--- config.mk ---
export PLATFORM = sky130hd
export DESIGN_NAME = pma_top
export DESIGN_NICKNAME = d
export VERILOG_FILES = /design/src/verilog/pma_top.v
export VERILOG_INCLUDE_DIRS = /design/src /design/src/pkg
export SDC_FILE = /design/constraint.sdc
export NUM_CORES = 1
export LEC_CHECK = 0
export BUFFER_PORTS_ARGS = -buffer_cell sky130_fd_sc_hd__clkbuf_2
export CAP_MARGIN = 30
export CORE_MARGIN = 3
export CORE_UTILIZATION = 55
export CTS_BUF_LIST = sky130_fd_sc_hd__clkbuf_8
export DETAILED_ROUTE_END_ITERATION = 8
export PLACE_DENSITY = 0.76
export SLEW_MARGIN = 20
export SYNTH_ARGS = -nofsm -noshare
export SYNTH_HDL_FRONTEND = slang
export SYNTH_SLANG_ARGS = --single-unit
--- constraint.sdc ---
create_clock -name aclk -period 5.5 [get_ports aclk]
set_input_delay 0.825 -clock aclk [delete_from_list [all_inputs] [get_ports aclk]]
set_output_delay 0.825 -clock aclk [all_outputs]
set_load 0.05 [all_outputs]
--- src/pkg/pma_consts.vh ---
// constants of the protection master aggregator: register map, fields, codes
// assumes byte addressing on an 8-bit AXI4-Lite address window
`ifndef PMA_CONSTS_VH
`define PMA_CONSTS_VH
// ****************************************
// register byte addresses
// ****************************************
`define PMA_A_CTRL 8'h00
`define PMA_A_SUPERV 8'h04
`define PMA_A_DIR_EN 8'h08
`define PMA_A_DIR_REV 8'h0C
`define PMA_A_DIR_GND 8'h10
`define PMA_A_PH_CAP 8'h14
`define PMA_A_MTA 8'h18
`define PMA_A_STATUS 8'h1C
`define PMA_A_ELEM 8'h20
`define PMA_A_BRK_BASE 8'h40
`define PMA_A_DLY_BASE 8'h80
// ****************************************
// control fields and reset values
// ****************************************
`define PMA_C_FEN 0
`define PMA_C_XBEN 1
`define PMA_C_PSUP 2
`define PMA_C_XSEN 3
`define PMA_CTRL_W 4
`define PMA_CTRL_RST 4'h1
`define PMA_DLY_RST 16'h0064
`define PMA_MTA_RST 16'h0000
// ****************************************
// status fields
// ****************************************
`define PMA_S_GALM 0
`define PMA_S_GTRP 1
`define PMA_S_PALM 2
`define PMA_S_PTRP 5
`define PMA_S_PDIR 8
`define PMA_S_LPDIR 10
`define PMA_S_LGDIR 12
`define PMA_S_BLK 14
`define PMA_S_SUP 15
`define PMA_EL_ALM 0
`define PMA_EL_TRP 8
`define PMA_EL_CMD 16
// ****************************************
// direction codes and bus responses
// ****************************************
`define PMA_DIR_NONE 2'h0
`define PMA_DIR_FWD 2'h1
`define PMA_DIR_REV 2'h2
`define PMA_RESP_OK 2'h0
`define PMA_RESP_ERR 2'h2
`endif

--- src/verilog/pma_top.v ---
// protection master aggregator: blocking, delay timers, collectives, trip routing
// assumes element criteria and angle inputs come from logic on aclk
`timescale 1ns/1ps
`default_nettype none
`include "pma_consts.vh"
// Function
// function inactive or master blocked makes every element ineffective
// external blocking enabled: either blocking input blocks all protection
// permanent suppress blocks trip commands, alarms and trips continue
// external suppress enabled: suppress input blocks all trip commands
// element decisions reach collectives only when not supervision-only
// supervision-only element keeps local states, no command, no collectives
// element alarm follows its fault criterion
// element trips when criterion persists through its full delay
// general alarm is OR of forwarded element alarms
// general trip is OR of forwarded element trips
// trip command issued on trip unless commands are suppressed
// one trip manager per breaker ORs its assigned element commands
// single-phase capable forwarded elements add per-phase alarms and trips
// per phase collective alarm and trip are ORs over elements
// small phasor magnitudes report direction not possible
// directional elements trip only for matching fault direction
// forward or reverse decided by side of perpendicular characteristic
// phase direction published always, both directions latched on faults
// forward when operating angle within characteristic angle plus minus 90
// delay timer restarts on criterion drop or any blocking
// whole protection blocked holds all alarms, trips and commands low
module pma_top #(
  parameter N = 4,
  parameter NB = 2,
  parameter DW = 16
) (
  // clock and reset
  input wire aclk,
  input wire aresetn,
  // axi4-lite slave
  input wire [7:0] s_axi_awaddr,
  input wire s_axi_awvalid,
  output reg s_axi_awready,
  input wire [31:0] s_axi_wdata,
  input wire [3:0] s_axi_wstrb,
  input wire s_axi_wvalid,
  output reg s_axi_wready,
  output reg [1:0] s_axi_bresp,
  output reg s_axi_bvalid,
  input wire s_axi_bready,
  input wire [7:0] s_axi_araddr,
  input wire s_axi_arvalid,
  output reg s_axi_arready,
  output reg [31:0] s_axi_rdata,
  output reg [1:0] s_axi_rresp,
  output reg s_axi_rvalid,
  input wire s_axi_rready,
  // element criteria and phases
  input wire [N-1:0] fault_in,
  input wire [3*N-1:0] phase_fault_in,
  // blocking pins, asynchronous
  input wire external_block_input_a,
  input wire external_block_input_b,
  input wire external_trip_suppress_input,
  // direction inputs
  input wire mag_ok_in,
  input wire [15:0] op_angle_in,
  input wire [1:0] ground_dir_in,
  // element and collective outputs
  output reg [N-1:0] elem_alarm_r,
  output reg [N-1:0] elem_trip_r,
  output reg [N-1:0] trip_command_r,
  output reg general_alarm_r,
  output reg general_trip_r,
  output reg [2:0] phase_alarm_r,
  output reg [2:0] phase_trip_r,
  output reg [NB-1:0] breaker_trip_r,
  // direction outputs
  output reg [1:0] phase_dir_r,
  output reg [1:0] lat_phase_dir_r,
  output reg [1:0] lat_ground_dir_r
);

  // ****************************************
  // functions
  // ****************************************
  // array region hit, used by both read and write decode
  function in_region;
    input [7:0] addr;
    input [7:0] base;
    input integer cnt;
    begin
      in_region = (addr[7:6] == base[7:6]) && (addr[1:0] == 2'h0) &&
        ({28'h0, addr[5:2]} < cnt);
    end
  endfunction

  function [31:0] wmerge;
    input [31:0] old;
    input [31:0] data;
    input [3:0] strb;
    integer k;
    begin
      wmerge = old;
      for (k = 0; k < 4; k = k + 1)
        if (strb[k])
          wmerge[8*k +: 8] = data[8*k +: 8];
    end
  endfunction

  // ****************************************
  // registers
  // ****************************************
  reg [`PMA_CTRL_W-1:0] ctrl_r;
  reg [N-1:0] superv_r;
  reg [N-1:0] dir_en_r;
  reg [N-1:0] dir_rev_r;
  reg [N-1:0] dir_gnd_r;
  reg [N-1:0] ph_cap_r;
  reg [15:0] mta_r;
  reg [DW-1:0] delay_r [0:N-1];
  reg [N-1:0] brk_map_r [0:NB-1];
  reg [DW-1:0] cnt_r [0:N-1];
  reg [2:0] sync1_r;
  reg [2:0] sync2_r;
  reg aw_hold_r;
  reg w_hold_r;
  reg [7:0] awaddr_r;
  reg [31:0] wdata_r;
  reg [3:0] wstrb_r;
  integer i;
  integer p;
  // each loop index is used in one process only, so no variable has two drivers
  integer ic;
  integer iw;
  integer ir;

  // ****************************************
  // blocking and direction
  // ****************************************
  wire prot_blk;
  wire supp;
  wire [15:0] ang_diff;
  reg [1:0] pdir;
  reg [N-1:0] crit;
  reg [N-1:0] trip_now;
  reg [N-1:0] cmd;
  reg [N-1:0] fwd;
  reg [2:0] palm;
  reg [2:0] ptrp;
  reg [NB-1:0] brk;
  reg [1:0] edir;

  // only the second stage of the synchroniser is read
  assign prot_blk = ~ctrl_r[`PMA_C_FEN] |
    (ctrl_r[`PMA_C_XBEN] & (sync2_r[0] | sync2_r[1]));
  assign supp = ctrl_r[`PMA_C_PSUP] |
    (ctrl_r[`PMA_C_XSEN] & sync2_r[2]);
  // binary angle: full circle is 2^16, so the top two bits give the half-plane
  assign ang_diff = op_angle_in - mta_r;

  always @*
  begin
    if (!mag_ok_in)
      pdir = `PMA_DIR_NONE;
    else if (ang_diff[15] == ang_diff[14])
      pdir = `PMA_DIR_FWD;
    else
      pdir = `PMA_DIR_REV;
  end

  // ****************************************
  // element logic and collectives
  // ****************************************
  always @*
  begin
    edir = `PMA_DIR_NONE;
    fwd = ~superv_r;
    for (i = 0; i < N; i = i + 1)
    begin
      edir = dir_gnd_r[i] ? ground_dir_in : pdir;
      // a not-possible direction never matches, so it holds off a trip
      crit[i] = fault_in[i] & ~prot_blk & (~dir_en_r[i] |
        (edir == (dir_rev_r[i] ? `PMA_DIR_REV : `PMA_DIR_FWD)));
      trip_now[i] = crit[i] & (cnt_r[i] >= delay_r[i]);
    end
    cmd = trip_now & fwd & {N{~supp}};
    for (p = 0; p < 3; p = p + 1)
    begin
      palm[p] = 1'b0;
      ptrp[p] = 1'b0;
      for (i = 0; i < N; i = i + 1)
      begin
        palm[p] = palm[p] | (crit[i] & fwd[i] & ph_cap_r[i] &
          phase_fault_in[3*i+p]);
        ptrp[p] = ptrp[p] | (trip_now[i] & fwd[i] & ph_cap_r[i] &
          phase_fault_in[3*i+p]);
      end
    end
    for (i = 0; i < NB; i = i + 1)
      brk[i] = |(cmd & brk_map_r[i]);
  end

  always @(posedge aclk)
  begin
    if (!aresetn)
    begin
      sync1_r <= 3'h0;
      sync2_r <= 3'h0;
      elem_alarm_r <= {N{1'b0}};
      elem_trip_r <= {N{1'b0}};
      trip_command_r <= {N{1'b0}};
      general_alarm_r <= 1'b0;
      general_trip_r <= 1'b0;
      phase_alarm_r <= 3'h0;
      phase_trip_r <= 3'h0;
      breaker_trip_r <= {NB{1'b0}};
      phase_dir_r <= `PMA_DIR_NONE;
      lat_phase_dir_r <= `PMA_DIR_NONE;
      lat_ground_dir_r <= `PMA_DIR_NONE;
      for (ic = 0; ic < N; ic = ic + 1)
        cnt_r[ic] <= {DW{1'b0}};
    end
    else
    begin
      sync1_r <= {external_trip_suppress_input, external_block_input_b,
        external_block_input_a};
      sync2_r <= sync1_r;
      for (ic = 0; ic < N; ic = ic + 1)
        if (!crit[ic])
          cnt_r[ic] <= {DW{1'b0}};
        else if (cnt_r[ic] < delay_r[ic])
          cnt_r[ic] <= cnt_r[ic] + 1'b1;
      elem_alarm_r <= crit;
      elem_trip_r <= trip_now;
      trip_command_r <= cmd;
      general_alarm_r <= |(crit & fwd);
      general_trip_r <= |(trip_now & fwd);
      phase_alarm_r <= palm;
      phase_trip_r <= ptrp;
      breaker_trip_r <= brk;
      phase_dir_r <= pdir;
      if (|crit)
      begin
        lat_phase_dir_r <= pdir;
        lat_ground_dir_r <= ground_dir_in;
      end
    end
  end

  // ****************************************
  // axi4-lite write channel
  // ****************************************
  wire do_write;
  reg wr_hit;
  reg [31:0] rd_val;
  reg rd_hit;

  assign do_write = aw_hold_r & w_hold_r & ~s_axi_bvalid;

  always @(posedge aclk)
  begin
    if (!aresetn)
    begin
      s_axi_awready <= 1'b0;
      s_axi_wready <= 1'b0;
      s_axi_bvalid <= 1'b0;
      s_axi_bresp <= `PMA_RESP_OK;
      aw_hold_r <= 1'b0;
      w_hold_r <= 1'b0;
      awaddr_r <= 8'h00;
      wdata_r <= 32'h0;
      wstrb_r <= 4'h0;
      ctrl_r <= `PMA_CTRL_RST;
      superv_r <= {N{1'b0}};
      dir_en_r <= {N{1'b0}};
      dir_rev_r <= {N{1'b0}};
      dir_gnd_r <= {N{1'b0}};
      ph_cap_r <= {N{1'b0}};
      mta_r <= `PMA_MTA_RST;
      for (iw = 0; iw < N; iw = iw + 1)
        delay_r[iw] <= `PMA_DLY_RST;
      for (iw = 0; iw < NB; iw = iw + 1)
        brk_map_r[iw] <= {N{1'b0}};
    end
    else
    begin
      if (!aw_hold_r && !s_axi_bvalid)
        s_axi_awready <= 1'b1;
      if (!w_hold_r && !s_axi_bvalid)
        s_axi_wready <= 1'b1;
      if (s_axi_awready && s_axi_awvalid)
      begin
        awaddr_r <= s_axi_awaddr;
        aw_hold_r <= 1'b1;
        s_axi_awready <= 1'b0;
      end
      if (s_axi_wready && s_axi_wvalid)
      begin
        wdata_r <= s_axi_wdata;
        wstrb_r <= s_axi_wstrb;
        w_hold_r <= 1'b1;
        s_axi_wready <= 1'b0;
      end
      if (do_write)
      begin
        aw_hold_r <= 1'b0;
        w_hold_r <= 1'b0;
        s_axi_bvalid <= 1'b1;
        s_axi_bresp <= wr_hit ? `PMA_RESP_OK : `PMA_RESP_ERR;
        case (awaddr_r)
          `PMA_A_CTRL: ctrl_r <= wr_new(`PMA_CTRL_W);
          `PMA_A_SUPERV: superv_r <= wm_n(superv_r);
          `PMA_A_DIR_EN: dir_en_r <= wm_n(dir_en_r);
          `PMA_A_DIR_REV: dir_rev_r <= wm_n(dir_rev_r);
          `PMA_A_DIR_GND: dir_gnd_r <= wm_n(dir_gnd_r);
          `PMA_A_PH_CAP: ph_cap_r <= wm_n(ph_cap_r);
          `PMA_A_MTA: mta_r <= wr_mta(mta_r);
          default:
          begin
            for (iw = 0; iw < N; iw = iw + 1)
              if (in_region(awaddr_r, `PMA_A_DLY_BASE, N) && awaddr_r[5:2] == iw)
                delay_r[iw] <= wr_dly(delay_r[iw]);
            for (iw = 0; iw < NB; iw = iw + 1)
              if (in_region(awaddr_r, `PMA_A_BRK_BASE, NB) && awaddr_r[5:2] == iw)
                brk_map_r[iw] <= wm_n(brk_map_r[iw]);
          end
        endcase
      end
      if (s_axi_bvalid && s_axi_bready)
        s_axi_bvalid <= 1'b0;
    end
  end

  // narrow write helpers: merge strobes into zero-extended old value
  function [N-1:0] wm_n;
    input [N-1:0] old;
    reg [31:0] t;
    begin
      t = wmerge({{(32-N){1'b0}}, old}, wdata_r, wstrb_r);
      wm_n = t[N-1:0];
    end
  endfunction

  function [`PMA_CTRL_W-1:0] wr_new;
    input integer w;
    reg [31:0] t;
    begin
      t = wmerge({{(32-`PMA_CTRL_W){1'b0}}, ctrl_r}, wdata_r, wstrb_r);
      wr_new = t[`PMA_CTRL_W-1:0];
    end
  endfunction

  function [15:0] wr_mta;
    input [15:0] old;
    reg [31:0] t;
    begin
      t = wmerge({16'h0, old}, wdata_r, wstrb_r);
      wr_mta = t[15:0];
    end
  endfunction

  function [DW-1:0] wr_dly;
    input [DW-1:0] old;
    reg [31:0] t;
    begin
      t = wmerge({{(32-DW){1'b0}}, old}, wdata_r, wstrb_r);
      wr_dly = t[DW-1:0];
    end
  endfunction

  always @*
  begin
    case (awaddr_r)
      `PMA_A_CTRL, `PMA_A_SUPERV, `PMA_A_DIR_EN, `PMA_A_DIR_REV,
      `PMA_A_DIR_GND, `PMA_A_PH_CAP, `PMA_A_MTA:
        wr_hit = 1'b1;
      default:
        wr_hit = in_region(awaddr_r, `PMA_A_DLY_BASE, N) |
          in_region(awaddr_r, `PMA_A_BRK_BASE, NB);
    endcase
  end

  // ****************************************
  // axi4-lite read channel
  // ****************************************
  // status registers are read-only; writes to them answer with an error
  always @*
  begin
    rd_val = 32'h0;
    rd_hit = 1'b1;
    case (s_axi_araddr)
      `PMA_A_CTRL: rd_val[`PMA_CTRL_W-1:0] = ctrl_r;
      `PMA_A_SUPERV: rd_val[N-1:0] = superv_r;
      `PMA_A_DIR_EN: rd_val[N-1:0] = dir_en_r;
      `PMA_A_DIR_REV: rd_val[N-1:0] = dir_rev_r;
      `PMA_A_DIR_GND: rd_val[N-1:0] = dir_gnd_r;
      `PMA_A_PH_CAP: rd_val[N-1:0] = ph_cap_r;
      `PMA_A_MTA: rd_val[15:0] = mta_r;
      `PMA_A_STATUS:
      begin
        rd_val[`PMA_S_GALM] = general_alarm_r;
        rd_val[`PMA_S_GTRP] = general_trip_r;
        rd_val[`PMA_S_PALM +: 3] = phase_alarm_r;
        rd_val[`PMA_S_PTRP +: 3] = phase_trip_r;
        rd_val[`PMA_S_PDIR +: 2] = phase_dir_r;
        rd_val[`PMA_S_LPDIR +: 2] = lat_phase_dir_r;
        rd_val[`PMA_S_LGDIR +: 2] = lat_ground_dir_r;
        rd_val[`PMA_S_BLK] = prot_blk;
        rd_val[`PMA_S_SUP] = supp;
      end
      `PMA_A_ELEM:
      begin
        rd_val[`PMA_EL_ALM +: N] = elem_alarm_r;
        rd_val[`PMA_EL_TRP +: N] = elem_trip_r;
        rd_val[`PMA_EL_CMD +: N] = trip_command_r;
      end
      default:
      begin
        rd_hit = 1'b0;
        for (ir = 0; ir < N; ir = ir + 1)
          if (in_region(s_axi_araddr, `PMA_A_DLY_BASE, N) && s_axi_araddr[5:2] == ir)
          begin
            rd_val[DW-1:0] = delay_r[ir];
            rd_hit = 1'b1;
          end
        for (ir = 0; ir < NB; ir = ir + 1)
          if (in_region(s_axi_araddr, `PMA_A_BRK_BASE, NB) && s_axi_araddr[5:2] == ir)
          begin
            rd_val[N-1:0] = brk_map_r[ir];
            rd_hit = 1'b1;
          end
      end
    endcase
  end

  always @(posedge aclk)
  begin
    if (!aresetn)
    begin
      s_axi_arready <= 1'b0;
      s_axi_rvalid <= 1'b0;
      s_axi_rdata <= 32'h0;
      s_axi_rresp <= `PMA_RESP_OK;
    end
    else
    begin
      if (!s_axi_rvalid)
        s_axi_arready <= 1'b1;
      if (s_axi_arready && s_axi_arvalid)
      begin
        s_axi_rdata <= rd_val;
        s_axi_rresp <= rd_hit ? `PMA_RESP_OK : `PMA_RESP_ERR;
        s_axi_rvalid <= 1'b1;
        s_axi_arready <= 1'b0;
      end
      if (s_axi_rvalid && s_axi_rready)
        s_axi_rvalid <= 1'b0;
    end
  end

endmodule // pma_top
`default_nettype wire
==> metrics <==
via count around 12000; beginning of the worst hold path sync1_r[2]$_SDFF_PN0_; ANT cells 0; DRT Wirelength 41020 µm; Peak VDD IR 0.2206 mV; Setup CP Type flip-flop to flip-flop; initial antenna violation count 0; clock tree buffer depth 3; CTS tree built; core area 25540 µm²; Hold Vio Cnt, Final 0; number of I/O pins 166; area share of the largest cell type after synthesis between 20 and 30%; Rows 58; CTS Hold Buffers Added 0; most frequent cell after synthesis nand2_1; TNS Setup 0 ns; syn_area_per_cell slightly below 10 µm²; # clock sinks between 200 and 300; Yosys top cell by area edfxtp_1; largest net degree at the start of global routing 52; Reg2Reg Depth 11; Critical Path Fanout Max 7; synthesized instance count 1496; total gr overflow 0; Arrival @ worst endpoint 4.48 ns; DR DRC count 0; post-synthesis compound-gate area fraction 10.83%; GP Congestion 1.001; CP startpoint kind flip-flop; Warnings, synthesis 0; fin. max-slew vios 0; gr usage total between 20% and 30%; Leak Pwr 6.775 nW; first-pass GRT wire length 63360 µm; ANT nets after route 0; Post-Synth Adder-Cell Area 7.070%; top post-synthesis cells by area edfxtp_1 (28%), dfxtp_1 (18%), ha_1 (7.1%), nand2_1 (4.0%), nor2_1 (3.9%); worst r2r src mta_r[13]$_SDFFE_PN0P_; WHS Endpoint sync2_r[2]$_SDFF_PN0_; HPWL Detailed 30950 µm; max_cap viols 0; total CTS buffers 45; EDFF count, synth 136; Worst EP required about 6 ns; Unique masters post-synth 78; Clock Latency Late Sink 0.58 ns; reg2reg end lat_phase_dir_r[1]$_SDFFE_PN0P_; Fmax 249.2 MHz; Die Wd 168.4 µm; clock transition at the registers of the reported paths 0.06 ns; multiplexer share of the synthesized area 5.673%; DRT iter0 DRCs between 1000 and 1500; period utilization 72.95%; drt wl/cell 20.58 µm; Synth Area in Simple Gates a little over a fifth; part of the Yosys area used for sequential elements ~46%; area grow syn2layout 12.03%; Setup Skew 0.02863 ns; type of the worst min-delay path flip-flop to flip-flop; power per cell area 265.7 nW/µm²; Port Buffers 133; status finished, final reports clean; flops & latches, synth 265; final setup fails 0; WHS Path Cells 1; setup bufs post-CTS 0; Async SR Flop Fraction 0%; initial core utilization 56.81%; reg-to-reg slack, setup 1.49 ns; share of cells above drive strength 1 15.51%; min Tclk post-route 4.012 ns; cell area after synthesis roughly 15000 µm²; top cells by count, synth nand2_1 (156), nor2_1 (152), edfxtp_1 (136), dfxtp_1 (129), inv_1 (109); Via density 6.103; Final nets 1805; FILL cells 2150; vias in the first global route 11560; RSZ-0062 raised after global routing false; CTS root buf clkbuf_8; die area about 28000 µm²; Final Util 63.64%; Top FF cell, synth edfxtp_1; Synth Area in XOR/XNOR 3.673%; Max transition margin 29.84%; DIE HEIGHT 168.4 µm; worst slew pin tran 1.050 ns; largest family of logic cells by synthesized area simple AND/OR/NAND/NOR gates; Critical Path Sink Type flip-flop; post-cts resize count 0; TritonRoute pass-1 iters 6; CTS H-tree depth 2
[flip-flops by register name, summed over array words and instances, names as in the netlist, 3 cells and up]
register / flops
awaddr_r: 8
brk_map_r: 8
cnt_r: 64
ctrl_r: 4
delay_r: 64
dir_en_r: 4
dir_gnd_r: 4
dir_rev_r: 4
elem_alarm_r: 4
elem_trip_r: 4
mta_r: 16
ph_cap_r: 4
phase_alarm_r: 3
phase_trip_r: 3
s_axi_rdata: 20
superv_r: 4
sync1_r: 3
sync2_r: 3
trip_command_r: 4
wdata_r: 16
[cell type report]
cell class	count	area [µm²]	share of cell area (%)
Tap cell	330	412.9	2.540
Sequential cell	265	6666	41.01
Clock buffer	53	729.5	4.487
Multi-Input combinational cell	1060	7119	43.79
Inverter	110	412.9	2.540
Timing Repair Buffer	144	760.7	4.679
Clock inverter	31	155.1	0.9544
[logic make-up after synthesis]
kind of cell | after synthesis
other cells | 1
fa+ha+maj | 82
buf+inv | 184
compound gates | 226
simple gates | 621
mux | 57
xor+xnor | 60
flops | 265
[critical path, cell delays in order, from the launching register on]
cell,delay [ns]
dfxtp_1,0.39
inv_1,0.08
ha_1,0.35
and3_1,0.25
a221oi_1,0.32
o21ai_1,0.19
a211oi_4,0.46
nor2_1,0.14
a2111oi_4,0.58
nand2_2,0.27
nor4b_4,0.54
mux2_4,0.34
[cell usage in the layout, fill, tap and decap left out, types with 6 or more instances in the layout]
| master | count |
|---|---|
| nand2_1 | 156 |
| nor2_1 | 152 |
| edfxtp_1 | 136 |
| clkbuf_2 | 133 |
| inv_1 | 129 |
| dfxtp_1 | 129 |
| ha_1 | 82 |
| a21oi_1 | 77 |
| and2_1 | 75 |
| nand3_1 | 69 |
| clkbuf_8 | 53 |
| nand4_1 | 42 |
| xor2_1 | 39 |
| mux2i_1 | 32 |
| o21ai_0 | 29 |
| xnor2_1 | 20 |
| mux4_2 | 19 |
| nand2b_1 | 18 |
| nor3_1 | 18 |
| or3_1 | 16 |
| conb_1 | 14 |
| a221oi_1 | 13 |
| a21o_1 | 13 |
| nor2b_1 | 13 |
| a22oi_1 | 13 |
| o21a_1 | 12 |
| a211oi_1 | 11 |
| nor2_2 | 10 |
| buf_4 | 10 |
| and3_1 | 9 |
| nor4_1 | 8 |
| or4_1 | 7 |
| a31oi_1 | 6 |
[stage by stage]
step / cell area, µm² / cells / hold slack, ns / total power [mW] / setup WS (ns)
floorplan: 14560 / 1509 / 0.4119 / 2.508 / 1.740
global placement: 15350 / 1908 / 0.4177 / 2.629 / 1.252
detailed placement: 15370 / 1909 / 0.4196 / 2.640 / 1.173
CTS: 16260 / 1993 / 0.4173 / 4.334 / 1.629
global route: 16260 / 1993 / 0.4282 / 4.478 / 1.367
finish: 16260 / 1993 / 0.4300 / 4.319 / 1.488
[per-layer routing]
| metal | share of wire [%] | global-route usage [%] | up-vias |
|---|---|---|---|
| met5 | 0 | 0 | - |
| met4 | 3.2 | 9.214 | 0 |
| met3 | 11 | 5.259 | 91 |
| met2 | 44 | 43.85 | 702 |
| met1 | 41 | 40.19 | 5792 |
| li1 | - | - | 5578 |
[how the worst max path moves through the flow]
stage                     slack, ns  depth (start not counted)                              end                   start
after floorplan                1.74                         10  lat_phase_dir_r[0]$_SDFFE_PN0P_         op_angle_in[11]
after global placement         1.25                         11  lat_phase_dir_r[1]$_SDFFE_PN0P_         op_angle_in[11]
after detailed placement       1.17                         11  lat_phase_dir_r[0]$_SDFFE_PN0P_         op_angle_in[13]
after CTS                      1.63                         11       cnt_r[0][11]$_SDFFCE_PN0P_  mta_r[13]$_SDFFE_PN0P_
after global routing           1.37                         11       cnt_r[0][11]$_SDFFCE_PN0P_  mta_r[10]$_SDFFE_PN0P_
final                          1.49                         11  lat_phase_dir_r[1]$_SDFFE_PN0P_  mta_r[13]$_SDFFE_PN0P_
[report_power, final]
part / internal [mW] / leakage, nW / switching, mW
Clock: 0.891 / 0.524 / 0.819
Sequential: 2.12 / 2.54 / 0.0689
Combinational: 0.132 / 3.71 / 0.290
Note: power is estimated with default switching activity, not from simulation.
